`src/logic/dbc_consts.svh`:
```
/*
 * Register indices, bit positions, reset values and step sizes of the
 * transfer byte counter and read data port block.
 * Assumes: included by bare name; byte address of a register is 4 * index.
 */
`ifndef DBC_CONSTS_SVH
`define DBC_CONSTS_SVH

// ----------------------------------------------------------------
// Register indices (byte address = index * 4)
// ----------------------------------------------------------------
`define DBC_IDX_STAT     8'h40
`define DBC_IDX_MASK     8'h41
`define DBC_IDX_CFG      8'h71
`define DBC_IDX_CTL      8'h72
`define DBC_IDX_CNT3     8'h78
`define DBC_IDX_CNT2     8'h79
`define DBC_IDX_CNT1     8'h7a
`define DBC_IDX_CNT0     8'h7b
`define DBC_IDX_RDLO     8'h7c
`define DBC_IDX_RDHI     8'h7d

// ----------------------------------------------------------------
// Field positions
// ----------------------------------------------------------------
`define DBC_CTL_GO       0
`define DBC_CTL_STOP     1
`define DBC_CTL_DIR      3
`define DBC_CTL_CLR      4
`define DBC_CTL_RUN      7
`define DBC_CFG_ACTIVE   3
`define DBC_CFG_ACKMODE  6
`define DBC_CFG_FREE_RUN_SELECT  7
`define DBC_STAT_CMP     0
`define DBC_STAT_OVF     1

// ----------------------------------------------------------------
// Reset values and steps
// ----------------------------------------------------------------
`define DBC_CNT_RST      32'h0000_0000
`define DBC_STEP_WORD    2'h2
`define DBC_ADDR_LOW     2'h0
`define DBC_ADDR_TOP     2'h0

`endif

```
`src/logic/dbc_pkg.sv`:
```
/*
 * Types shared by the byte counter block: transfer state and the
 * packed state records of each module.
 * Assumes: compiled before every other file of the block.
 */
package dbc_pkg;

    // Transfer state of the channel
    typedef enum logic {
        XFER_IDLE,
        XFER_RUN
    } dbc_xfer_e;

    // Whole state of the top module
    typedef struct packed {
        dbc_xfer_e   xfer;
        logic        free_run;
        logic        ack_mode;
        logic        active;
        logic        dir;
        logic [1:0]  stat;
        logic [1:0]  mask;
        logic        irq;
        logic        pready;
        logic        pslverr;
        logic [31:0] prdata;
        logic        fifo_pop;
        logic        ack_prev;
    } dbc_top_s;

    // State of the counter
    typedef struct packed {
        logic [31:0] cnt;
    } dbc_cnt_s;

    // State of the pin synchroniser
    typedef struct packed {
        logic [1:0] ff;
    } dbc_sync_s;

endpackage

```
`src/logic/dbc_cnt_if.sv`:
```
/*
 * Control and status bundle between the channel logic and its counter.
 * Assumes: both ends run on the same clock.
 */
`timescale 1ns/100ps

interface dbc_cnt_if;
    logic [3:0]  load_en;
    logic [7:0]  load_data;
    logic        clear;
    logic        dec;
    logic        inc;
    logic [1:0]  step;
    logic [31:0] count;
    logic        wrap;

    modport ctl (output load_en, output load_data, output clear, output dec, output inc, output step,
                 input count, input wrap);
    modport cnt (input load_en, input load_data, input clear, input dec, input inc, input step,
                 output count, output wrap);
endinterface

```
`src/logic/dbc_sync.sv`:
```
/*
 * Two flip-flop synchroniser for the external acknowledge pin.
 * Assumes: the pin is asynchronous to i_clk_sys; only the second stage is read.
 */
`timescale 1ns/100ps

module dbc_sync
    import dbc_pkg::*;
(
    // Clock and reset
    input  wire logic i_clk_sys,
    input  wire logic i_rst,
    input  wire logic i_ce,
    // Pin and synchronised level
    input  wire logic i_pin,
    output logic      o_level
);
    import dbc_pkg::*;

    dbc_sync_s q;
    dbc_sync_s d;

    // ----------------------------------------------------------------
    // Shift chain
    // ----------------------------------------------------------------
    always_comb
    begin
        d = q;
        d.ff = {q.ff[0], i_pin};
    end

    // Frozen while the clock enable is low
    always_ff @(posedge i_clk_sys or posedge i_rst)
    begin
        if (i_rst)
            q <= '0;
        else if (i_ce)
            q <= d;
    end

    assign o_level = q.ff[1];  // Second stage only

endmodule // dbc_sync

```
`src/logic/dbc_counter.sv`:
```
/*
 * 32-bit transfer byte counter: byte-wise load, clear, count down and
 * count up with wrap-around.
 * Assumes: the controller never asks for inc and dec together.
 */
`timescale 1ns/100ps
`include "dbc_consts.svh"

module dbc_counter
    import dbc_pkg::*;
(
    // Clock and reset
    input  wire logic i_clk_sys,
    input  wire logic i_rst,
    input  wire logic i_ce,
    // Control bundle
    dbc_cnt_if.cnt    cif
);
    import dbc_pkg::*;

    dbc_cnt_s    q;
    dbc_cnt_s    d;
    logic [32:0] sum;

    // ----------------------------------------------------------------
    // Next count
    // ----------------------------------------------------------------
    always_comb
    begin
        d   = q;
        sum = {1'b0, q.cnt} + {31'h0, cif.step};
        if (cif.clear)
            d.cnt = `DBC_CNT_RST;                                // RULE15
        else if (cif.inc)
            d.cnt = sum[31:0];                                   // RULE4 RULE6
        else if (cif.dec)
            d.cnt = q.cnt - {30'h0, cif.step};                   // RULE2
        // Software byte writes win over a beat in the same cycle
        for (int b = 0; b < 4; b++)
        begin
            if (cif.load_en[b])
                d.cnt[b*8 +: 8] = cif.load_data;                 // RULE1 RULE16
        end
    end

    always_ff @(posedge i_clk_sys or posedge i_rst)
    begin
        if (i_rst)
            q.cnt <= `DBC_CNT_RST;                               // RULE12
        else if (i_ce)
            q <= d;
    end

    assign cif.count = q.cnt;
    assign cif.wrap  = cif.inc & ~cif.clear & sum[32];           // Carry out of bit 31
endmodule // dbc_counter

```
`src/logic/dbc_top.sv`:
```
/*
 * Transfer byte counter and register read data port of one DMA channel,
 * with its APB register slave and interrupt status.
 * Assumes: APB master on i_clk_sys; FIFO head data shown on i_fifo_data
 * with i_fifo_valid, advanced by one o_fifo_pop pulse; the acknowledge
 * strobe pin is asynchronous.
 */
// Design decision made here: the APB register port.
`timescale 1ns/100ps
`include "dbc_consts.svh"

// Overview of operation
// (RULE1) Count holds any 32-bit byte length
// (RULE2) Count mode loads length, counts down
// (RULE3) Program length, then start; end when done
// (RULE4) Free-run mode counts up from value
// (RULE5) Overflow sets overflow status flag
// (RULE6) Counting continues and wraps after overflow
// (RULE7) Free-run count shows bytes transferred
// (RULE8) Software waits a cycle before reading count
// (RULE9) Software reads count bytes high first
// (RULE10) Ack-mode reads pop joined FIFO data
// (RULE11) Software sets read direction before port use
// (RULE12) Count bytes reset zero, read-write
// (RULE13) Ack-mode zero uses external strobe
// (RULE14) Direction: zero writes, one reads
// (RULE15) Clear zeroes count unless running
// (RULE16) Step by bytes moved; bytes writable alone
// (RULE17) Zero in count mode ends, sets complete
module dbc_top
    import dbc_pkg::*;
(
    // Clock, reset, enable
    input  wire logic        i_clk_sys,
    input  wire logic        i_rst,
    input  wire logic        i_ce,
    // APB slave
    input  wire logic        i_psel,
    input  wire logic        i_penable,
    input  wire logic        i_pwrite,
    input  wire logic [11:0] i_paddr,
    input  wire logic [31:0] i_pwdata,
    output logic      [31:0] o_prdata,
    output logic             o_pready,
    output logic             o_pslverr,
    // External acknowledge pin
    input  wire logic        i_external_ack_strobe,
    // Joined FIFO read side
    input  wire logic [15:0] i_fifo_data,
    input  wire logic        i_fifo_valid,
    output logic             o_fifo_pop,
    // Status
    output logic             o_running,
    output logic             o_irq
);
    import dbc_pkg::*;

    dbc_top_s    q;
    dbc_top_s    d;
    dbc_cnt_if   cif ();
    logic        ack_level;
    logic        acc;
    logic        done;
    logic        hit;
    logic        wr;
    logic        rd;
    logic [7:0]  idx;
    logic [31:0] rdata;
    logic        running;
    logic        ack_edge;
    logic        port_rd;
    logic        beat;
    logic        cnt_zero;
    logic [1:0]  stat_set;
    logic [1:0]  stat_clr;

    // ----------------------------------------------------------------
    // Leaf modules
    // ----------------------------------------------------------------
    dbc_sync u_sync (
        .i_clk_sys (i_clk_sys),
        .i_rst     (i_rst),
        .i_ce      (i_ce),
        .i_pin     (i_external_ack_strobe),
        .o_level   (ack_level)
    );

    dbc_counter u_counter (
        .i_clk_sys (i_clk_sys),
        .i_rst     (i_rst),
        .i_ce      (i_ce),
        .cif       (cif.cnt)
    );

    // ----------------------------------------------------------------
    // Address decode and read mux
    // ----------------------------------------------------------------
    // Unused address bits must be zero so aliases never answer
    always_comb
    begin
        idx   = i_paddr[9:2];
        hit   = (i_paddr[1:0] == `DBC_ADDR_LOW) && (i_paddr[11:10] == `DBC_ADDR_TOP);
        rdata = 32'h0000_0000;
        unique case (idx)
            `DBC_IDX_STAT: rdata[1:0] = q.stat;
            `DBC_IDX_MASK: rdata[1:0] = q.mask;
            `DBC_IDX_CFG:
            begin
                rdata[`DBC_CFG_FREE_RUN_SELECT] = q.free_run;
                rdata[`DBC_CFG_ACKMODE] = q.ack_mode;
                rdata[`DBC_CFG_ACTIVE]  = q.active;
            end
            `DBC_IDX_CTL:
            begin
                rdata[`DBC_CTL_RUN] = running;
                rdata[`DBC_CTL_DIR] = q.dir;                     // RULE14
            end
            `DBC_IDX_CNT3: rdata[7:0] = cif.count[31:24];        // RULE7 RULE12
            `DBC_IDX_CNT2: rdata[7:0] = cif.count[23:16];
            `DBC_IDX_CNT1: rdata[7:0] = cif.count[15:8];
            `DBC_IDX_CNT0: rdata[7:0] = cif.count[7:0];
            `DBC_IDX_RDLO: rdata[7:0] = i_fifo_data[7:0];        // RULE10
            `DBC_IDX_RDHI: rdata[7:0] = i_fifo_data[15:8];
            default:       hit = 1'b0;
        endcase
    end

    // ----------------------------------------------------------------
    // Bus, transfer and interrupt next state
    // ----------------------------------------------------------------
    // One wait state: pready comes from a flop, so every access phase is two cycles
    always_comb
    begin
        d             = q;
        cif.load_en   = 4'h0;
        cif.load_data = i_pwdata[7:0];
        cif.clear     = 1'b0;
        cif.dec       = 1'b0;
        cif.inc       = 1'b0;
        cif.step      = 2'h0;
        stat_set      = 2'h0;
        stat_clr      = 2'h0;
        running       = (q.xfer == XFER_RUN);
        acc           = i_psel & i_penable;
        done          = acc & q.pready;
        wr            = done & i_pwrite & hit;
        rd            = done & ~i_pwrite & hit;
        cnt_zero      = (cif.count == `DBC_CNT_RST);

        // Bus answer
        d.pready  = acc & ~q.pready;
        d.pslverr = acc & ~q.pready & ~hit;
        if (acc && !q.pready)
            d.prdata = rdata;

        // Register writes
        if (wr)
        begin
            unique case (idx)
                `DBC_IDX_STAT: stat_clr = i_pwdata[1:0];
                `DBC_IDX_MASK: d.mask   = i_pwdata[1:0];
                `DBC_IDX_CFG:
                begin
                    d.free_run = i_pwdata[`DBC_CFG_FREE_RUN_SELECT];
                    d.ack_mode = i_pwdata[`DBC_CFG_ACKMODE];
                    d.active   = i_pwdata[`DBC_CFG_ACTIVE];
                end
                `DBC_IDX_CTL:
                begin
                    d.dir = i_pwdata[`DBC_CTL_DIR];              // RULE14
                    if (i_pwdata[`DBC_CTL_CLR] && !running)
                        cif.clear = 1'b1;                        // RULE15
                end
                `DBC_IDX_CNT3: cif.load_en = 4'h8;               // RULE1 RULE12 RULE16
                `DBC_IDX_CNT2: cif.load_en = 4'h4;
                `DBC_IDX_CNT1: cif.load_en = 4'h2;
                `DBC_IDX_CNT0: cif.load_en = 4'h1;
                default:       cif.load_en = 4'h0;
            endcase
        end

        // A beat is one 16-bit transfer; strobe or port read acknowledges it
        d.ack_prev = ack_level;
        ack_edge   = ack_level & ~q.ack_prev;
        port_rd    = rd & (idx == `DBC_IDX_RDHI) & q.ack_mode & q.dir;     // RULE10
        beat       = running & (q.ack_mode ? port_rd : ack_edge)           // RULE13
                     & (~q.dir | i_fifo_valid) & (q.free_run | ~cnt_zero);
        d.fifo_pop = beat & q.dir;                                         // RULE14
        if (beat)
        begin
            if (q.free_run)
            begin
                cif.inc  = 1'b1;                                 // RULE4 RULE7
                cif.step = `DBC_STEP_WORD;                       // RULE16
            end
            else
            begin
                cif.dec  = 1'b1;                                 // RULE2
                // A last odd byte moves only one, so the count never passes zero
                cif.step = (cif.count < {30'h0, `DBC_STEP_WORD}) ? cif.count[1:0] : `DBC_STEP_WORD;
            end
        end
        stat_set[`DBC_STAT_OVF] = cif.wrap;                      // RULE5 RULE6

        // Start, stop and end of count
        if (running)
        begin
            if (wr && idx == `DBC_IDX_CTL && i_pwdata[`DBC_CTL_STOP])
            begin
                d.xfer                  = XFER_IDLE;
                stat_set[`DBC_STAT_CMP] = 1'b1;
            end
            else if (!q.free_run && cnt_zero)
            begin
                d.xfer                  = XFER_IDLE;             // RULE3 RULE17
                stat_set[`DBC_STAT_CMP] = 1'b1;
            end
        end
        else if (wr && idx == `DBC_IDX_CTL && i_pwdata[`DBC_CTL_GO] && q.active)
            d.xfer = XFER_RUN;                                   // RULE3

        // Sticky status: a new event wins over a clear in the same cycle
        d.stat = (q.stat & ~stat_clr) | stat_set;
        d.irq  = |(d.stat & d.mask);
    end

    // ----------------------------------------------------------------
    // State register
    // ----------------------------------------------------------------
    always_ff @(posedge i_clk_sys or posedge i_rst)
    begin
        if (i_rst)
            q <= '0;
        else if (i_ce)
            q <= d;
    end

    // Outputs straight from flops
    assign o_prdata   = q.prdata;
    assign o_pready   = q.pready;
    assign o_pslverr  = q.pslverr;
    assign o_fifo_pop = q.fifo_pop;
    assign o_irq      = q.irq;
    assign o_running  = (q.xfer == XFER_RUN);
endmodule // dbc_top

```
`config.mk`:
```
export PLATFORM = sky130hd
export DESIGN_NAME = dbc_top
export DESIGN_NICKNAME = d
export VERILOG_FILES = /design/src/logic/dbc_pkg.sv /design/src/logic/dbc_cnt_if.sv /design/src/logic/dbc_sync.sv /design/src/logic/dbc_counter.sv /design/src/logic/dbc_top.sv
export VERILOG_INCLUDE_DIRS = /design/src /design/src/logic
export SDC_FILE = /design/constraint.sdc
export NUM_CORES = 1
export LEC_CHECK = 0
export BUFFER_PORTS_ARGS = -buffer_cell sky130_fd_sc_hd__buf_2
export CORE_ASPECT_RATIO = 0.8
export CORE_MARGIN = 5
export CORE_UTILIZATION = 45
export DETAILED_ROUTE_END_ITERATION = 7
export GPL_TIMING_DRIVEN = 0
export PLACE_DENSITY = 0.73
export SYNTH_ARGS = -nofsm -noshare
export SYNTH_HDL_FRONTEND = slang
export SYNTH_HIERARCHICAL = 1
export SYNTH_SLANG_ARGS = --single-unit
```
`constraint.sdc`:
```
create_clock -name i_clk_sys -period 6.54 [get_ports i_clk_sys]
set_input_delay 1.308 -clock i_clk_sys [delete_from_list [all_inputs] [get_ports i_clk_sys]]
set_output_delay 1.308 -clock i_clk_sys [all_outputs]
set_load 0.01 [all_outputs]
```
==> results <==
- Across every metal layer, demand over resource in global routing totals around 24%.
- The internal reg-to-reg setup slack is 1.54 ns.
- The sum of negative setup slack is 0 ns.
- The max-slew violation count is 0.
- The height of the chip is about 100 µm.
- In this run the power density over the cells is roughly 190 nW/µm².
- The worst hold path passes through 2 cells.
- The number of enable flip-flop cells after synthesis is 0.
- The data arrival at the endpoint of the critical path is ~6 ns.
- The core area is roughly 11000 µm².
- The synthesized netlist cell count is around 610.
- The post-route clock period utilization is around 90%.
- The met3 capacity usage during global routing is under 10%.
- The maximum net fanout on the critical path is 8.
- For this design, the sink count on the clock tree is 56.
- The worst setup path is launched from an input port.
- The worst-skew pair later-pin latency is a little over 0.3 ns.
- The filler cells instantiated in the layout total around 1000.
- Measured on the finished design, the core utilization comes to approximately 52%.
- The CTS root buffer is sky130_fd_sc_hd__clkbuf_16.
- After clock tree synthesis, the clock-pin slew on the worst setup and hold paths is roughly 0.070 ns.
- The total of buffers placed on input and output ports is between 50 and 60.
- Counting cells, the worst reg-to-reg path comes to 14.
- Dividing the synthesized area by the synthesized cell count gives 8.16 µm².
- The count of cells resized by post-cts repair is 0.
- In this run the number of H-tree levels came out at 2.
- Pin placement for this block handled ~110 I/O pins.
- For this design the static power due to leakage is 2.46 nW.
- The detailed-route via count is 5270.
- The path category of the worst min-delay check is reg -> reg.
- In this run the worst setup path begins at i_paddr[2].
- The number of antenna violations at the first check in global routing came to 0.
- The fraction of layout instances using a drive strength above 1 is a little over a fifth.
- Setup repair after global routing left no endpoint under its margin.
- In this run the core area contains 34 standard-cell rows.
- At the end of routability-driven placement, the weighted congestion stood at between 0.9 and 1.
- The flow ran to the end, and the final reports show no timing, DRC or antenna violations.
- Dividing the detail-routed wire length by the instance count gives roughly 20 µm.
- In the synthesized netlist the async set-or-reset flop fraction comes to between 90% and 100%.
- The final HPWL from detailed placement is roughly 12000 µm.
- The starting utilization of the core area is approximately 46%.
- The worst setup skew after layout is ~0.011 ns.
- The worst min-delay path endpoint is o_prdata[2].
- VDD sags by at most approximately 150 µV.
- The final layout contains around 770 nets.
- For the finished layout, the period the worst path requires is ~5.7 ns.
- The max-capacitance violation count is 0.
- The fmax is 0.174 GHz.
- In the routed layout, each cell is associated on average with a via count of 6.30.
- The post-detailed-route DRC marker count is 0.
- Setup violations remaining at the end of the flow were counted as 0.
- The first global-routing pass estimated ~26000 µm of wire.
- In this run the critical register-to-register path is captured at o_irq.
- The number of distinct library cells after synthesis is between 70 and 80.
- STA classifies the critical path endpoint as a flip-flop.
- The layout overhead on the synthesized area is 14.4%.
- The finished cells cover 5660 µm².
- In the global route stage, met1 resource usage came out at 36.4%.
- Post-CTS timing repair inserted 0 buffers for setup.
- The pre-antenna-repair detailed-routing pass consisted of 5 iterations.
- The number of buffers inserted for hold repair after clock tree synthesis is 0.
- Among all flip-flop cells after synthesis, the most frequent one is sky130_fd_sc_hd__dfrtp_1.
- Once detail routing completed, the nets flagged for antenna violations numbered 0.
- The number of warnings printed during yosys synthesis is 6.
- The slew of the pin with the lowest slew margin is a little over 1 ns.
- The area of the die is 13200 µm².
- The design draws 0.00106 W.
- The most heavily used metal layer in global routing is met1.
- TritonCTS built the clock tree.
- The data required time of the worst path is between 6 and 7 ns.
- The synthesized area is between 4000 and 5000 µm².
- The placed standard-cell area is roughly 5500 µm².
- In this run the critical register-to-register path is launched from u_counter/cif.count[7].
- The die outline width is about 130 µm.
- The launch point of the worst hold path is o_prdata[2].
- Counting the buffers created by CTS gives 5.
- Entering global routing, the biggest net connects 33 pins.
- The number of global-route vias before repair came to ~4800.
- The sum of routed wire length over all layers is roughly 16000 µm.
- The total grt overflow is 0.
- The number of synthesized register bits is 56.
- The DRC marker count from the first detailed-route iteration is about 860.
- The global routing usage on met2 is 35.8%.
- The worst setup path category is in -> reg.
- Counting along the longest clock path gives a buffer depth of 2.
- The post-synthesis sequential area ratio is around 28%.
- The number of hold-slack violations in the final timing report is 0.
- Headroom to the max-slew limit came out at between 30% and 40%.
- The number of diodes added for antenna fixing is 0.
## stage by stage
stage	setup WS, ns	hold WS (ns)	instances
2_1_floorplan	1.92	0.451	629
3_3_place_gp	0.747	0.468	827
3_5_place_dp	0.741	0.475	827
4_1_cts	1.01	0.491	835
5_1_grt	0.392	0.529	836
6_report	0.802	0.484	836
## routing by layer
layer	part of all wire, %	up-vias
li1	-	2417
met1	43	2526
met2	44	292
met3	11	35
met4	2.2	0
met5	0	-
## worst max-delay path by stage
stage               depth (start not counted)  slack, ns    end
floorplan                                  13       1.92  o_irq
global placement                           13       0.75  o_irq
detailed placement                         13       0.74  o_irq
CTS                                        13       1.01  o_irq
global route                               13       0.39  o_irq
finish                                     13       0.80  o_irq
## sequential cells by signal, indices dropped and copies added (netlist names), 2 cells and up
register	cells
o_prdata	8
q	9
u_counter/cif.count	32
u_sync/q	2
## synthesized netlist by cell type, types with 6 or more instances
master | count | share of area (%)
sky130_fd_sc_hd__a21oi_1 | 23 | 2.3
sky130_fd_sc_hd__inv_1 | 20 | 1.5
sky130_fd_sc_hd__mux2i_1 | 7 | 1.4
sky130_fd_sc_hd__a22oi_1 | 23 | 3.5
sky130_fd_sc_hd__and3_1 | 6 | 0.76
sky130_fd_sc_hd__o21ai_0 | 46 | 4.7
sky130_fd_sc_hd__nand2_1 | 36 | 2.7
sky130_fd_sc_hd__or4_1 | 7 | 1.1
sky130_fd_sc_hd__nand3_1 | 30 | 3.0
sky130_fd_sc_hd__or2_2 | 10 | 1.3
sky130_fd_sc_hd__a22o_1 | 8 | 1.4
sky130_fd_sc_hd__nor2_1 | 47 | 3.6
sky130_fd_sc_hd__o22ai_1 | 7 | 0.89
sky130_fd_sc_hd__nor3_1 | 26 | 2.6
sky130_fd_sc_hd__a32oi_1 | 6 | 1.1
sky130_fd_sc_hd__and2_1 | 7 | 0.89
sky130_fd_sc_hd__o2bb2ai_1 | 9 | 1.6
sky130_fd_sc_hd__nand4_1 | 17 | 2.2
sky130_fd_sc_hd__buf_2 | 7 | 0.71
sky130_fd_sc_hd__clkbuf_1 | 29 | 2.2
sky130_fd_sc_hd__nor4_1 | 18 | 2.3
sky130_fd_sc_hd__dfrtp_1 | 56 | 28
sky130_fd_sc_hd__mux2_2 | 15 | 3.4
sky130_fd_sc_hd__nor2b_1 | 13 | 1.6
sky130_fd_sc_hd__buf_4 | 32 | 4.9
## power breakdown
group	internal, W	switching (W)
sequential	0.000375	0.0000547
combinational	0.000117	0.000195
clock	0.000183	0.000139
## cell families after synthesis
kind of cell / Yosys count / synth area share, %
mux: 26 / 6.66
fa+ha+maj: 7 / 2.08
flops: 56 / 28.4
compound gates: 178 / 25.3
simple gates: 245 / 27.4
other cells: 1 / 0.0759
buf+inv: 93 / 10.2
## cells in the final DEF (no fill, tap or decap), types with 3 or more instances in the layout
master                      synthesis  routed
sky130_fd_sc_hd__o2bb2ai_1          9       9
sky130_fd_sc_hd__buf_6              3       3
sky130_fd_sc_hd__o21a_1             3       3
sky130_fd_sc_hd__a22o_1             8       8
sky130_fd_sc_hd__and4_1             3       3
sky130_fd_sc_hd__mux2i_1            7       7
sky130_fd_sc_hd__ha_1               5       5
sky130_fd_sc_hd__clkbuf_1          29      29
sky130_fd_sc_hd__dfrtp_1           56      56
sky130_fd_sc_hd__nand4_1           17      17
sky130_fd_sc_hd__or4_1              7       7
sky130_fd_sc_hd__a21oi_1           23      23
sky130_fd_sc_hd__and3_1             6       6
sky130_fd_sc_hd__nand2_1           36      36
sky130_fd_sc_hd__mux4_2             4       4
sky130_fd_sc_hd__conb_1             1      24
sky130_fd_sc_hd__a32oi_1            6       6
sky130_fd_sc_hd__buf_2              7      61
sky130_fd_sc_hd__o211ai_1           3       3
sky130_fd_sc_hd__or2_2             10      10
sky130_fd_sc_hd__or3_1              3       3
sky130_fd_sc_hd__nand3_1           30      30
sky130_fd_sc_hd__nor2b_1           13      13
sky130_fd_sc_hd__o22ai_1            7       7
sky130_fd_sc_hd__nor3_1            26      26
sky130_fd_sc_hd__o2111ai_1          3       3
sky130_fd_sc_hd__a211oi_1           5       5
sky130_fd_sc_hd__buf_4             32      32
sky130_fd_sc_hd__nor3b_1            4       4
sky130_fd_sc_hd__o21ai_0           46      46
sky130_fd_sc_hd__clkbuf_16          0       5
sky130_fd_sc_hd__a22oi_1           23      23
sky130_fd_sc_hd__and2_1             7       7
sky130_fd_sc_hd__nor4_1            18      18
sky130_fd_sc_hd__nor4_4             3       3
sky130_fd_sc_hd__nor2_1            47      47
sky130_fd_sc_hd__a31oi_1            3       3
sky130_fd_sc_hd__mux2_2            15      15
sky130_fd_sc_hd__o21bai_1           5       5
sky130_fd_sc_hd__inv_1             20      19
## cell type report
class	instances	area [µm²]	area share, %
Clock inverter	3	46.3	0.819
Inverter	20	75.1	1.33
Buffer	73	427	7.54
Clock buffer	5	125	2.21
Sequential cell	56	1400	24.8
Tap cell	144	180	3.19
Timing Repair Buffer	55	275	4.87
Multi-Input combinational cell	480	3130	55.3
## worst max-delay path: stages
cell and delay, ns:
sky130_fd_sc_hd__buf_2 0.20, sky130_fd_sc_hd__or2b_1 0.36, sky130_fd_sc_hd__nor3_1 0.20, sky130_fd_sc_hd__a31oi_1 0.19, sky130_fd_sc_hd__nor3_1 0.62, sky130_fd_sc_hd__fa_1 0.34, sky130_fd_sc_hd__nand4_1 0.23, sky130_fd_sc_hd__nor4_1 0.62
sky130_fd_sc_hd__nor3b_1 0.65, sky130_fd_sc_hd__nand4_1 0.19, sky130_fd_sc_hd__nor4b_1 0.68, sky130_fd_sc_hd__nand3b_1 0.23, sky130_fd_sc_hd__a32o_1 0.14
(Power assumes the default switching activity.)
